--- src/design/uldp_pkg.sv ---
// Constants, field layouts and carrier types for the uplink data PDU framer.
// Assumes one clock domain and 32-bit AXI4-Lite register access.
package uldp_pkg;

    // PDU field codes
    localparam logic [1:0] PDU_TYPE_DATA     = 2'h0;
    localparam logic [1:0] AT_SHORT_ID       = 2'h0;
    localparam logic [1:0] AT_EVENT_LABEL    = 2'h1;
    localparam logic [1:0] AT_MIGRATING_ID   = 2'h2;
    localparam logic [1:0] AT_MANAGEMENT_ID  = 2'h3;
    localparam logic       SEL_LENGTH        = 1'h0;
    localparam logic       SEL_CAPACITY      = 1'h1;
    localparam logic       RESERVED_BIT      = 1'h0;
    localparam logic       FILL_FIRST_BIT    = 1'h1;

    // Length codes
    localparam logic [5:0] LEN_NULL          = 6'h00;
    localparam logic [5:0] LEN_MIN_OCTETS    = 6'h03;
    localparam logic [5:0] LEN_MAX_OCTETS    = 6'h22;
    localparam logic [5:0] LEN_STEAL_FURTHER = 6'h3E;
    localparam logic [5:0] LEN_STEAL_FINAL   = 6'h3F;

    // Header and payload sizes in bits; payload buffer size in 32-bit words
    localparam logic [5:0] HDR_LEN_ID        = 6'h25;
    localparam logic [5:0] HDR_LEN_EVENT     = 6'h17;
    localparam logic [8:0] PAY_FULL_ID       = 9'h0E7;
    localparam logic [8:0] PAY_FULL_EVENT    = 9'h0F5;
    localparam logic [8:0] PAY_HALF_ID       = 9'h057;
    localparam logic [8:0] PAY_HALF_EVENT    = 9'h065;
    localparam int         HDR_W             = 37;
    localparam int         PAY_WORDS         = 8;

    // Second-half usage codes
    localparam logic [1:0] HALF_NONE         = 2'h0;
    localparam logic [1:0] HALF_FINAL        = 2'h1;
    localparam logic [1:0] HALF_FURTHER      = 2'h2;
    localparam logic [1:0] HALF_USER         = 2'h3;

    // Register word indices (byte address = index * 4)
    localparam logic [5:0] IDX_CTRL          = 6'h00;
    localparam logic [5:0] IDX_HDR_CFG       = 6'h01;
    localparam logic [5:0] IDX_ADDRESS       = 6'h02;
    localparam logic [5:0] IDX_PAY_LEN       = 6'h03;
    localparam logic [5:0] IDX_STATUS        = 6'h04;
    localparam logic [5:0] IDX_PAY_BASE      = 6'h08;

    // Control bits
    localparam int CTRL_START     = 0;
    localparam int CTRL_CLR_LOCK  = 1;
    localparam int CTRL_CLR_ERR   = 2;
    // Status bit positions
    localparam int ST_BUSY        = 0;
    localparam int ST_ERR         = 1;
    localparam int ST_LOCK        = 2;
    localparam int ST_LOCK_ENC    = 3;
    localparam int ST_CODE_LSB    = 8;

    localparam logic [1:0] RESP_OKAY   = 2'h0;
    localparam logic [1:0] RESP_SLVERR = 2'h2;
    localparam logic [12:0] HDR_CFG_RESET = 13'h0000;

    // Header configuration register, low 13 bits
    typedef struct packed {
        logic [3:0] resv_req;
        logic       frag_start;
        logic [1:0] half_use;
        logic       steal;
        logic       null_pdu;
        logic       more;
        logic       enc;
        logic [1:0] addr_type;
    } uldp_cfg_s;

    typedef enum logic [1:0] {
        ST_IDLE,
        ST_RUN,
        ST_DRAIN
    } uldp_state_e;

endpackage : uldp_pkg

--- src/design/uldp_framer.sv ---
// Uplink data PDU framer: builds header and payload, emits the block bit-serially.
// Assumes a same-clock bit sink with ready/valid and an AXI4-Lite master.
// Notes on behaviour
// Header opens with two-bit type field zero.
// Fill indicator follows type; set when spare capacity remains.
// Encryption flag covers payload only, never header.
// Fragment start's encryption flag governs later fragments.
// Address type: short, event label, migrating, management identity.
// Address is 10 bits for event label, 24 for identities.
// Selector: 0 length indication, 1 capacity request, never both.
// Six-bit length: null, 3..34 octets, two stealing codes, rest reserved.
// Length counts header plus payload; used when nothing pending.
// Capacity request: fragment flag, four-bit reservation, zero reserved bit.
// Full slot with more pending uses capacity request.
// Header is 37 bits with identity, 23 with event label.
// Full slot payload limit 231 bits identity, 245 event label.
// Payload length is total length minus header length.
// Null PDU ends right after its length field.
// After a null PDU only fill bits follow.
// Stealing channel uses first half slot by default.
// Half slot payload limit 87 bits identity, 101 event label.
// Code 111111 marks second half stolen for final fragment.
// Code 111110 marks second half stolen for further or user signalling.
// Second half carries end-fragment, data or user-signal PDU.
// Stealing fragments span only the two halves of one slot.
// Fields in order, MSB first, payload right after header.
// Receiver discards PDUs with reserved length codes.
//
// The AXI4-Lite register port and the register addresses were left to the implementer.
`timescale 1ns/1ps
module uldp_framer
(
    input  wire logic        SYS_CLK_I,
    input  wire logic        RST_I,
    input  wire logic [7:0]  S_AXI_AWADDR_I,
    input  wire logic        S_AXI_AWVALID_I,
    output logic             S_AXI_AWREADY_O,
    input  wire logic [31:0] S_AXI_WDATA_I,
    input  wire logic [3:0]  S_AXI_WSTRB_I,
    input  wire logic        S_AXI_WVALID_I,
    output logic             S_AXI_WREADY_O,
    output logic [1:0]       S_AXI_BRESP_O,
    output logic             S_AXI_BVALID_O,
    input  wire logic        S_AXI_BREADY_I,
    input  wire logic [7:0]  S_AXI_ARADDR_I,
    input  wire logic        S_AXI_ARVALID_I,
    output logic             S_AXI_ARREADY_O,
    output logic [31:0]      S_AXI_RDATA_O,
    output logic [1:0]       S_AXI_RRESP_O,
    output logic             S_AXI_RVALID_O,
    input  wire logic        S_AXI_RREADY_I,
    output logic             TX_BIT_O,
    output logic             TX_VALID_O,
    output logic             TX_LAST_O,
    input  wire logic        TX_READY_I
);
    // Byte-lane merge for register writes
    function automatic logic [31:0] merge_bytes(input logic [31:0] old_v,
                                                input logic [31:0] new_v,
                                                input logic [3:0]  strb);
        logic [31:0] res = old_v;
        for (int b = 0; b < 4; b++)
        begin
            if (strb[b])
            begin
                res[b*8 +: 8] = new_v[b*8 +: 8];
            end
        end
        return res;
    endfunction : merge_bytes
    // Bus slave state
    logic              aw_hold_r;
    logic [5:0]        aw_idx_r;
    logic              w_hold_r;
    logic [31:0]       w_data_r;
    logic [3:0]        w_strb_r;
    logic              bvalid_r;
    logic [1:0]        bresp_r;
    logic              rvalid_r;
    logic [31:0]       rdata_r;
    logic [1:0]        rresp_r;
    // Software-visible state
    uldp_pkg::uldp_cfg_s cfg_r;
    logic [23:0]       addr_r;
    logic [8:0]        plen_r;
    logic [31:0]       pay_r [uldp_pkg::PAY_WORDS];
    logic              lock_r;
    logic              lock_enc_r;
    logic              err_r;
    logic [5:0]        code_r;
    // Frame engine state
    uldp_pkg::uldp_state_e state_r;
    logic [uldp_pkg::HDR_W-1:0] hdr_r;
    logic [5:0]        hdr_len_r;
    logic [8:0]        tot_r;
    logic [8:0]        cap_r;
    logic [8:0]        pos_r;
    logic              tx_bit_r;
    logic              tx_valid_r;
    logic              tx_last_r;
    // Write path decode
    wire logic        busy_w     = (state_r != uldp_pkg::ST_IDLE);
    wire logic        do_wr_w    = aw_hold_r && w_hold_r && !bvalid_r;
    wire logic        wr_ctrl_w  = do_wr_w && (aw_idx_r == uldp_pkg::IDX_CTRL);
    wire logic        wr_cfg_w   = do_wr_w && (aw_idx_r == uldp_pkg::IDX_HDR_CFG) && !busy_w;
    wire logic        wr_addr_w  = do_wr_w && (aw_idx_r == uldp_pkg::IDX_ADDRESS) && !busy_w;
    wire logic        wr_plen_w  = do_wr_w && (aw_idx_r == uldp_pkg::IDX_PAY_LEN) && !busy_w;
    wire logic        wr_pay_w   = do_wr_w && (aw_idx_r[5:3] == uldp_pkg::IDX_PAY_BASE[5:3]) &&
                                   !busy_w;
    wire logic        wr_known_w = (aw_idx_r == uldp_pkg::IDX_CTRL) || wr_cfg_w || wr_addr_w ||
                                   (aw_idx_r == uldp_pkg::IDX_STATUS) || wr_plen_w || wr_pay_w;
    wire logic        start_req_w = wr_ctrl_w && w_strb_r[0] && w_data_r[uldp_pkg::CTRL_START] &&
                                    !busy_w;
    wire logic        clr_lock_w  = wr_ctrl_w && w_strb_r[0] && w_data_r[uldp_pkg::CTRL_CLR_LOCK];
    wire logic        clr_err_w   = wr_ctrl_w && w_strb_r[0] && w_data_r[uldp_pkg::CTRL_CLR_ERR];
    // Header fields from the current configuration
    wire logic        is_event_w = (cfg_r.addr_type == uldp_pkg::AT_EVENT_LABEL);
    wire logic [5:0]  hdr_len_w  = is_event_w ? uldp_pkg::HDR_LEN_EVENT :
                                                uldp_pkg::HDR_LEN_ID;
    wire logic [8:0]  max_pay_w  = cfg_r.steal ? (is_event_w ? uldp_pkg::PAY_HALF_EVENT :
                                                 uldp_pkg::PAY_HALF_ID) :
                                   (is_event_w ? uldp_pkg::PAY_FULL_EVENT :
                                                 uldp_pkg::PAY_FULL_ID);
    // Block capacity: the first half slot when stealing, otherwise the full slot
    wire logic [8:0]  cap_w      = {3'h0, hdr_len_w} + max_pay_w;
    wire logic [8:0]  pay_len_w  = cfg_r.null_pdu ? 9'h000 : plen_r;
    wire logic [8:0]  tot_w      = {3'h0, hdr_len_w} + pay_len_w;
    wire logic [9:0]  oct_sum_w  = {1'h0, tot_w} + 10'h007;
    wire logic [5:0]  octets_w   = oct_sum_w[8:3];
    wire logic        too_long_w = !cfg_r.null_pdu && (plen_r > max_pay_w);
    // Capacity request only on the full slot with more pending
    wire logic        use_cap_w  = !cfg_r.null_pdu && !cfg_r.steal && cfg_r.more;
    // A stealing fragment must close in the second half of the same slot
    wire logic        steal_fin_w = cfg_r.half_use == uldp_pkg::HALF_FINAL ||
                                    cfg_r.frag_start;
    wire logic        steal_sel_w = !cfg_r.null_pdu && cfg_r.steal &&
                                    (steal_fin_w || cfg_r.half_use != uldp_pkg::HALF_NONE);
    wire logic [5:0]  steal_code_w = steal_fin_w ? uldp_pkg::LEN_STEAL_FINAL :
                                                   uldp_pkg::LEN_STEAL_FURTHER;
    wire logic [5:0]  len_code_w = cfg_r.null_pdu ? uldp_pkg::LEN_NULL :
                                   steal_sel_w    ? steal_code_w : octets_w;
    wire logic [5:0]  cap_req_w  = {cfg_r.frag_start, cfg_r.resv_req,
                                    uldp_pkg::RESERVED_BIT};
    wire logic        sel_w      = use_cap_w ? uldp_pkg::SEL_CAPACITY :
                                               uldp_pkg::SEL_LENGTH;
    wire logic [5:0]  tail_w     = use_cap_w ? cap_req_w : len_code_w;
    wire logic        fill_ind_w = (tot_w < cap_w);
    // Lock overrides software while a fragmented payload is open
    wire logic        enc_used_w = lock_r ? lock_enc_r : cfg_r.enc;
    wire logic [uldp_pkg::HDR_W-1:0] hdr_id_w =
        {uldp_pkg::PDU_TYPE_DATA, fill_ind_w, enc_used_w, cfg_r.addr_type,
         addr_r, sel_w, tail_w};
    wire logic [uldp_pkg::HDR_W-1:0] hdr_ev_w =
        {14'h0000, uldp_pkg::PDU_TYPE_DATA, fill_ind_w, enc_used_w, cfg_r.addr_type,
         addr_r[9:0], sel_w, tail_w};
    wire logic        launch_w   = start_req_w && !too_long_w;
    // Lock taken on any launched fragment start that is not a null PDU
    wire logic        frag_go_w  = launch_w && cfg_r.frag_start && !cfg_r.null_pdu;
    // Bit selection at the current position
    wire logic [8:0]  hidx_w     = {3'h0, hdr_len_r} - pos_r - 9'h001;
    wire logic [8:0]  pidx_w     = pos_r - {3'h0, hdr_len_r};
    wire logic [31:0] pword_w    = pay_r[pidx_w[7:5]];
    wire logic        in_hdr_w   = pos_r < {3'h0, hdr_len_r};
    wire logic        in_pay_w   = pos_r < tot_r;
    // Fill pattern is a one then zeros, so a receiver can find the payload end
    wire logic        fill_bit_w = (pos_r == tot_r) ? uldp_pkg::FILL_FIRST_BIT : 1'h0;
    wire logic        next_bit_w = in_hdr_w ? hdr_r[hidx_w[5:0]] :
                                   in_pay_w ? pword_w[~pidx_w[4:0]] : fill_bit_w;
    wire logic        adv_w      = (state_r == uldp_pkg::ST_RUN) && (!tx_valid_r || TX_READY_I);
    wire logic        last_pos_w = (pos_r == cap_r - 9'h001);
    // Read path decode
    wire logic [5:0]  ar_idx_w   = S_AXI_ARADDR_I[7:2];
    wire logic [31:0] status_w   = {18'h00000, code_r, 4'h0, lock_enc_r, lock_r, err_r, busy_w};
    wire logic        rd_pay_w   = (ar_idx_w[5:3] == uldp_pkg::IDX_PAY_BASE[5:3]);
    wire logic        rd_known_w = rd_pay_w || (ar_idx_w <= uldp_pkg::IDX_STATUS);
    wire logic [31:0] rd_mux_w   = (ar_idx_w == uldp_pkg::IDX_HDR_CFG) ? {19'h00000, cfg_r} :
        (ar_idx_w == uldp_pkg::IDX_ADDRESS) ? {8'h00, addr_r} :
        (ar_idx_w == uldp_pkg::IDX_PAY_LEN) ? {23'h000000, plen_r} :
        (ar_idx_w == uldp_pkg::IDX_STATUS)  ? status_w :
        rd_pay_w                            ? pay_r[ar_idx_w[2:0]] : 32'h00000000;
    // Handshake outputs
    assign S_AXI_AWREADY_O = !aw_hold_r && !bvalid_r;
    assign S_AXI_WREADY_O  = !w_hold_r && !bvalid_r;
    assign S_AXI_BVALID_O  = bvalid_r;
    assign S_AXI_BRESP_O   = bresp_r;
    assign S_AXI_ARREADY_O = !rvalid_r;
    assign S_AXI_RVALID_O  = rvalid_r;
    assign S_AXI_RDATA_O   = rdata_r;
    assign S_AXI_RRESP_O   = rresp_r;
    assign TX_BIT_O        = tx_bit_r;
    assign TX_VALID_O      = tx_valid_r;
    assign TX_LAST_O       = tx_last_r;
    // Address and data captured in either order
    always_ff @(posedge SYS_CLK_I or posedge RST_I)
    begin
        if (RST_I)
        begin
            aw_hold_r <= 1'h0;
            aw_idx_r  <= 6'h00;
            w_hold_r  <= 1'h0;
            w_data_r  <= 32'h00000000;
            w_strb_r  <= 4'h0;
        end
        else
        begin
            if (S_AXI_AWVALID_I && S_AXI_AWREADY_O)
            begin
                aw_hold_r <= 1'h1;
                aw_idx_r  <= S_AXI_AWADDR_I[7:2];
            end
            else if (do_wr_w)
            begin
                aw_hold_r <= 1'h0;
            end
            if (S_AXI_WVALID_I && S_AXI_WREADY_O)
            begin
                w_hold_r <= 1'h1;
                w_data_r <= S_AXI_WDATA_I;
                w_strb_r <= S_AXI_WSTRB_I;
            end
            else if (do_wr_w)
            begin
                w_hold_r <= 1'h0;
            end
        end
    end
    // Write response; unmapped or busy-locked registers give SLVERR
    always_ff @(posedge SYS_CLK_I or posedge RST_I)
    begin
        if (RST_I)
        begin
            bvalid_r <= 1'h0;
            bresp_r  <= uldp_pkg::RESP_OKAY;
        end
        else if (do_wr_w)
        begin
            bvalid_r <= 1'h1;
            bresp_r  <= wr_known_w ? uldp_pkg::RESP_OKAY : uldp_pkg::RESP_SLVERR;
        end
        else if (S_AXI_BREADY_I)
        begin
            bvalid_r <= 1'h0;
        end
    end
    // Read channel, one cycle from address to data
    always_ff @(posedge SYS_CLK_I or posedge RST_I)
    begin
        if (RST_I)
        begin
            rvalid_r <= 1'h0;
            rdata_r  <= 32'h00000000;
            rresp_r  <= uldp_pkg::RESP_OKAY;
        end
        else if (S_AXI_ARVALID_I && !rvalid_r)
        begin
            rvalid_r <= 1'h1;
            rdata_r  <= rd_mux_w;
            rresp_r  <= rd_known_w ? uldp_pkg::RESP_OKAY : uldp_pkg::RESP_SLVERR;
        end
        else if (S_AXI_RREADY_I)
        begin
            rvalid_r <= 1'h0;
        end
    end
    // Configuration and payload; frozen while a block is sent
    always_ff @(posedge SYS_CLK_I or posedge RST_I)
    begin
        if (RST_I)
        begin
            cfg_r  <= uldp_pkg::HDR_CFG_RESET;
            addr_r <= 24'h000000;
            plen_r <= 9'h000;
            for (int i = 0; i < uldp_pkg::PAY_WORDS; i++)
            begin
                pay_r[i] <= 32'h00000000;
            end
        end
        else
        begin
            if (wr_cfg_w)
            begin
                cfg_r <= 13'(merge_bytes({19'h00000, cfg_r}, w_data_r, w_strb_r));
            end
            if (wr_addr_w)
            begin
                addr_r <= 24'(merge_bytes({8'h00, addr_r}, w_data_r, w_strb_r));
            end
            if (wr_plen_w)
            begin
                plen_r <= 9'(merge_bytes({23'h000000, plen_r}, w_data_r, w_strb_r));
            end
            if (wr_pay_w)
            begin
                pay_r[aw_idx_r[2:0]] <= merge_bytes(pay_r[aw_idx_r[2:0]], w_data_r, w_strb_r);
            end
        end
    end
    // Lock and error flags; a set beats a same-cycle clear
    always_ff @(posedge SYS_CLK_I or posedge RST_I)
    begin
        if (RST_I)
        begin
            lock_r     <= 1'h0;
            lock_enc_r <= 1'h0;
            err_r      <= 1'h0;
        end
        else
        begin
            if (frag_go_w)
            begin
                lock_r     <= 1'h1;
                lock_enc_r <= enc_used_w;
            end
            else if (clr_lock_w)
            begin
                lock_r <= 1'h0;
            end
            if (start_req_w && too_long_w)
            begin
                err_r <= 1'h1;
            end
            else if (clr_err_w)
            begin
                err_r <= 1'h0;
            end
        end
    end
    // Frame engine: latch header at start, then one bit per accepted beat
    always_ff @(posedge SYS_CLK_I or posedge RST_I)
    begin
        if (RST_I)
        begin
            state_r   <= uldp_pkg::ST_IDLE;
            hdr_r     <= '0;
            hdr_len_r <= 6'h00;
            tot_r     <= 9'h000;
            cap_r     <= 9'h000;
            pos_r     <= 9'h000;
            code_r    <= 6'h00;
        end
        else
        begin
            unique case (state_r)
                uldp_pkg::ST_IDLE:
                begin
                    if (launch_w)
                    begin
                        hdr_r     <= is_event_w ? hdr_ev_w : hdr_id_w;
                        hdr_len_r <= hdr_len_w;
                        tot_r     <= tot_w;
                        cap_r     <= cap_w;
                        pos_r     <= 9'h000;
                        code_r    <= tail_w;
                        state_r   <= uldp_pkg::ST_RUN;
                    end
                end
                uldp_pkg::ST_RUN:
                begin
                    if (adv_w)
                    begin
                        pos_r <= pos_r + 9'h001;
                        if (last_pos_w)
                        begin
                            state_r <= uldp_pkg::ST_DRAIN;
                        end
                    end
                end
                uldp_pkg::ST_DRAIN:
                begin
                    if (TX_READY_I)
                    begin
                        state_r <= uldp_pkg::ST_IDLE;
                    end
                end
            endcase
        end
    end
    // Output bit; holds until the sink takes it
    always_ff @(posedge SYS_CLK_I or posedge RST_I)
    begin
        if (RST_I)
        begin
            tx_bit_r   <= 1'h0;
            tx_valid_r <= 1'h0;
            tx_last_r  <= 1'h0;
        end
        else if (adv_w)
        begin
            tx_bit_r   <= next_bit_w;
            tx_valid_r <= 1'h1;
            tx_last_r  <= last_pos_w;
        end
        else if (TX_READY_I)
        begin
            tx_valid_r <= 1'h0;
            tx_last_r  <= 1'h0;
        end
    end
endmodule : uldp_framer

--- config.mk ---
export PLATFORM = sky130hd
export DESIGN_NAME = uldp_framer
export DESIGN_NICKNAME = d
export VERILOG_FILES = /design/src/design/uldp_pkg.sv /design/src/design/uldp_framer.sv
export SDC_FILE = /design/constraint.sdc
export NUM_CORES = 1
export LEC_CHECK = 0
export ABC_CLOCK_PERIOD_IN_PS = 21300
export BUFFER_PORTS_ARGS = -buffer_cell sky130_fd_sc_hd__buf_2
export CAP_MARGIN = 15
export CORE_UTILIZATION = 45
export DETAILED_ROUTE_END_ITERATION = 10
export PLACE_DENSITY = 0.58
export SLEW_MARGIN = 10
export SYNTH_ARGS = -nofsm -noshare
export SYNTH_HDL_FRONTEND = slang
export SYNTH_SLANG_ARGS = --single-unit
--- constraint.sdc ---
create_clock -name SYS_CLK_I -period 21.3 [get_ports SYS_CLK_I]
set_input_delay 6.39 -clock SYS_CLK_I [delete_from_list [all_inputs] [get_ports SYS_CLK_I]]
set_output_delay 6.39 -clock SYS_CLK_I [all_outputs]
set_load 0.05 [all_outputs]
==> out/summary.log <==
[final_layout] most frequent cells in the layout sky130_fd_sc_hd__dfrtp_1 (449), sky130_fd_sc_hd__mux2_2 (367), sky130_fd_sc_hd__nand2_1 (229)
[logic_synthesis] gate count of the mapped netlist 2,205
[routing] M1 wire length 34,000 µm
[logic_synthesis] number of enable flip-flop cells after synthesis 0
[final_layout] count of fill cells added during filler insertion 5,053
[logic_synthesis] share of the yosys chip area belonging to registers 43.3%
[logic_synthesis] Synth Flop Type sky130_fd_sc_hd__dfrtp_1
[clock_network] TritonCTS clock tree built
[floorplanning] ports placed on the boundary 104
[grt] global-route wire length before repair 122,000 µm
[final_layout] post-route design area 28,900 µm²
[place] number of I/O port buffers 97
[final_layout] area overhead of the layout relative to synthesis 10.7%
[setup_path] Crit Path Class input pin to flip-flop
[routing] residual antenna-violating net count after detailed routing 0
[final_layout] share of final-layout standard cells stronger than drive strength 1 33.5%
[clock_network] post-CTS setup buffer count 0
[setup_path] CP endpoint kind flip-flop
[setup_path] Crit path required time 21.77 ns
[place] number of placed cells counting well taps 2,939
[floorplanning] placement row count 87
[routing] DRC errors left 0
[setup_path] worst reg-to-reg path cell count 14
[logic_synthesis] number of synthesized register bits 451
[timing] total setup violations reported at the end of the flow 0
[logic_synthesis] number of distinct library cell variants in the gate-level netlist after synthesis 75
[power] power per standard cell area 137 nW/µm²
[timing] post-route worst hold slack 0.466 ns
[timing] Slew @ Worst Pin 1.28 ns
[logic_synthesis] synthesized area 26,100 µm²
[routing] wire length on met2 37,200 µm
[timing] final period utilization 42.1%
[power] worst voltage drop across the vdd grid 126 µV
[clock_network] number of clock buffers inserted by TritonCTS 51
[power] P_leak 0.0131 µW
[routing] routed wl met3 5690 µm
[routing] final wirelength 79,000 µm
[setup_path] startpoint type of the worst setup path input pin
[clock_network] CTS root buffer sky130_fd_sc_hd__clkbuf_16
[routing] via count 19,000
[floorplanning] width of the die 243 µm
[worst_hold_path] Hold Path Depth 2
[final_layout] most frequent standard cell in the layout excluding fill and tap cells sky130_fd_sc_hd__dfrtp_1
[routing] number of design-rule violations left by the first detailed-router iteration 1,827
[logic_synthesis] Synth warnings 0
[clock_network] TritonCTS Sinks 451
[logic_synthesis] average cell area after synthesis 11.8 µm²
[clock_network] clock latency on the worst-skew pair 0.61 ns
[timing] upper clock frequency limit 112 MHz
[grt] Tot GR Track Use 27.1%
[routing] number of search-and-repair iterations in the first detailed-routing pass 5
[routing] wire length per cell after detailed routing 26.1 µm
[floorplanning] core outline area 56,800 µm²
[timing] setup tns final 0 ns
[routing] via/cell ratio 6.29
[floorplanning] vertical die dimension 243 µm
[timing] final worst path period need 8.96 ns
[final_layout] total number of nets in the final design 2,339
[status] outcome completed
[clock_network] post-CTS clock slew at the launch and capture registers of the worst setup and hold paths 0.06 ns
[final_layout] # diodes 0
[place] HPWL Detailed 49,300 µm
[flow_run] count of maximum capacitance violations 0
[clock_network] # H-tree levels 2
[clock_network] Post-CTS Hold Buffers 0
[final_layout] final non-filler cell total 3,027
[setup_path] critical path peak fanout 43
[timing] clock skew 0.0330 ns
[grt] antenna violations before repair 3
[floorplanning] initial core utilization 45.9%
[grt] gr ovfl total 0
[timing] RSZ-0062 raised after global routing false
[worst_hold_path] Hold WC Path Type flip-flop to flip-flop
[place] cell area after placement 27,200 µm²
[clock_network] number of gates resized after CTS 0
[grt] largest net degree at the start of global routing 107
[routing] highest metal layer with signal wires met4
[timing] headroom to the max-slew limit 13.8%
[timing] number of endpoints with negative hold slack in the final report 0
[timing] final count of pins violating max slew 0
[setup_path] data arrival at the endpoint of the critical path 9.43 ns
[logic_synthesis] async set-or-reset flop fraction in the synthesized netlist 100%
[place] routability-driven placement congestion ratio 0.887
[clock_network] clock buffer depth 3
[grt] vias in the first global route 19,100
[floorplanning] Total Die Area 58,900 µm²
## registers in the layout (all words and copies together) (netlist names), 2 cells and up
name,count
pay_r,256
S_AXI_RDATA_O,32
w_data_r,32
hdr_r,30
addr_r,24
plen_r,9
pos_r,9
tot_r,9
cfg_r,8
aw_idx_r,6
cap_r,6
cap_req_w,5
code_r,5
w_strb_r,4
hdr_len_r,2
state_r,2
## critical path: stages
cell and delay (ns):
sky130_fd_sc_hd__buf_4 0.59, sky130_fd_sc_hd__buf_4 0.79, sky130_fd_sc_hd__mux4_2 0.59, sky130_fd_sc_hd__mux2i_1 0.38
sky130_fd_sc_hd__nor2_1 0.15, sky130_fd_sc_hd__a211oi_1 0.34, sky130_fd_sc_hd__o21ai_0 0.12
## through the flow
step	setup WS [ns]	utilization (%)	total power, µW
global route	12.12	50.8	4140
finish	12.34	50.8	3950
detailed placement	11.66	47.8	3030
CTS	12.31	50.8	3950
floorplan	2.34	-	2480
global placement	11.69	47.8	2990
## routing by layer
metal	track usage (%)	vias up
li1	-	8285
met3	4.64	136
met5	0	-
met1	37.8	9872
met4	8.10	0
met2	43.1	749
## report_power, final
part | total, µW | internal, µW | switching, µW
Combinational | 1710 | 672 | 1040
Clock | 908 | 546 | 363
Sequential | 1330 | 1060 | 275
## path summary, 6_finish.rpt
path | startpoint | to | slack, ns
max | S_AXI_ARADDR_I[2] | S_AXI_RDATA_O[9]$_DFFE_PP0P_ | 12.34
min | hdr_r[34]$_DFFE_PP0P_ | hdr_r[34]$_DFFE_PP0P_ | 0.47
max reg2reg | hdr_len_r[4]$_DFFE_PP0P_ | TX_BIT_O$_DFFE_PP0P_ | 16.26
min reg2reg | hdr_r[34]$_DFFE_PP0P_ | hdr_r[34]$_DFFE_PP0P_ | 0.47
max in group asynchronous | RST_I | pay_r[206]$_DFFE_PP0P_ | 12.98
min in group asynchronous | RST_I | w_data_r[6]$_DFFE_PP0P_ | 5.91
## area by class of cell
class                   instances  area (µm²)  share of cell area [%]
clock buffers                  76        1510                    5.23
inverters                      56         218                   0.755
clock inverters                12         189                   0.655
flip-flops and latches        451       11300                    39.1
well taps                     756         946                    3.28
multi-input cells            1539       13900                    48.2
repair buffers                137         791                    2.74
## synth_stat cells, drive strengths merged (38+ instances only)
cell type  number  area share [%]
o21ai         141             2.8
nand3          38            0.73
mux2i          84             3.2
mux4          151              13
mux2          367              16
clkbuf        104             1.5
nor2           71             1.0
a21oi          73             1.4
buf            56             1.3
inv            54            0.78
nand2         233             3.4
ha             41             2.0
dfrtp         451              43
## cell families after synthesis
logic type / after synthesis / synth area share (%)
buffers and inverters: 216 / 3.57
adder cells (fa/ha/maj): 43 / 2.12
multiplexers: 602 / 32.2
AND/OR/NAND/NOR: 471 / 8.17
flip-flops: 451 / 43.3
other: 1 / 0.0144
AO/OA/AOI/OAI: 392 / 9.67
XOR/XNOR: 29 / 0.975
Power figures use the tool's default switching activity.
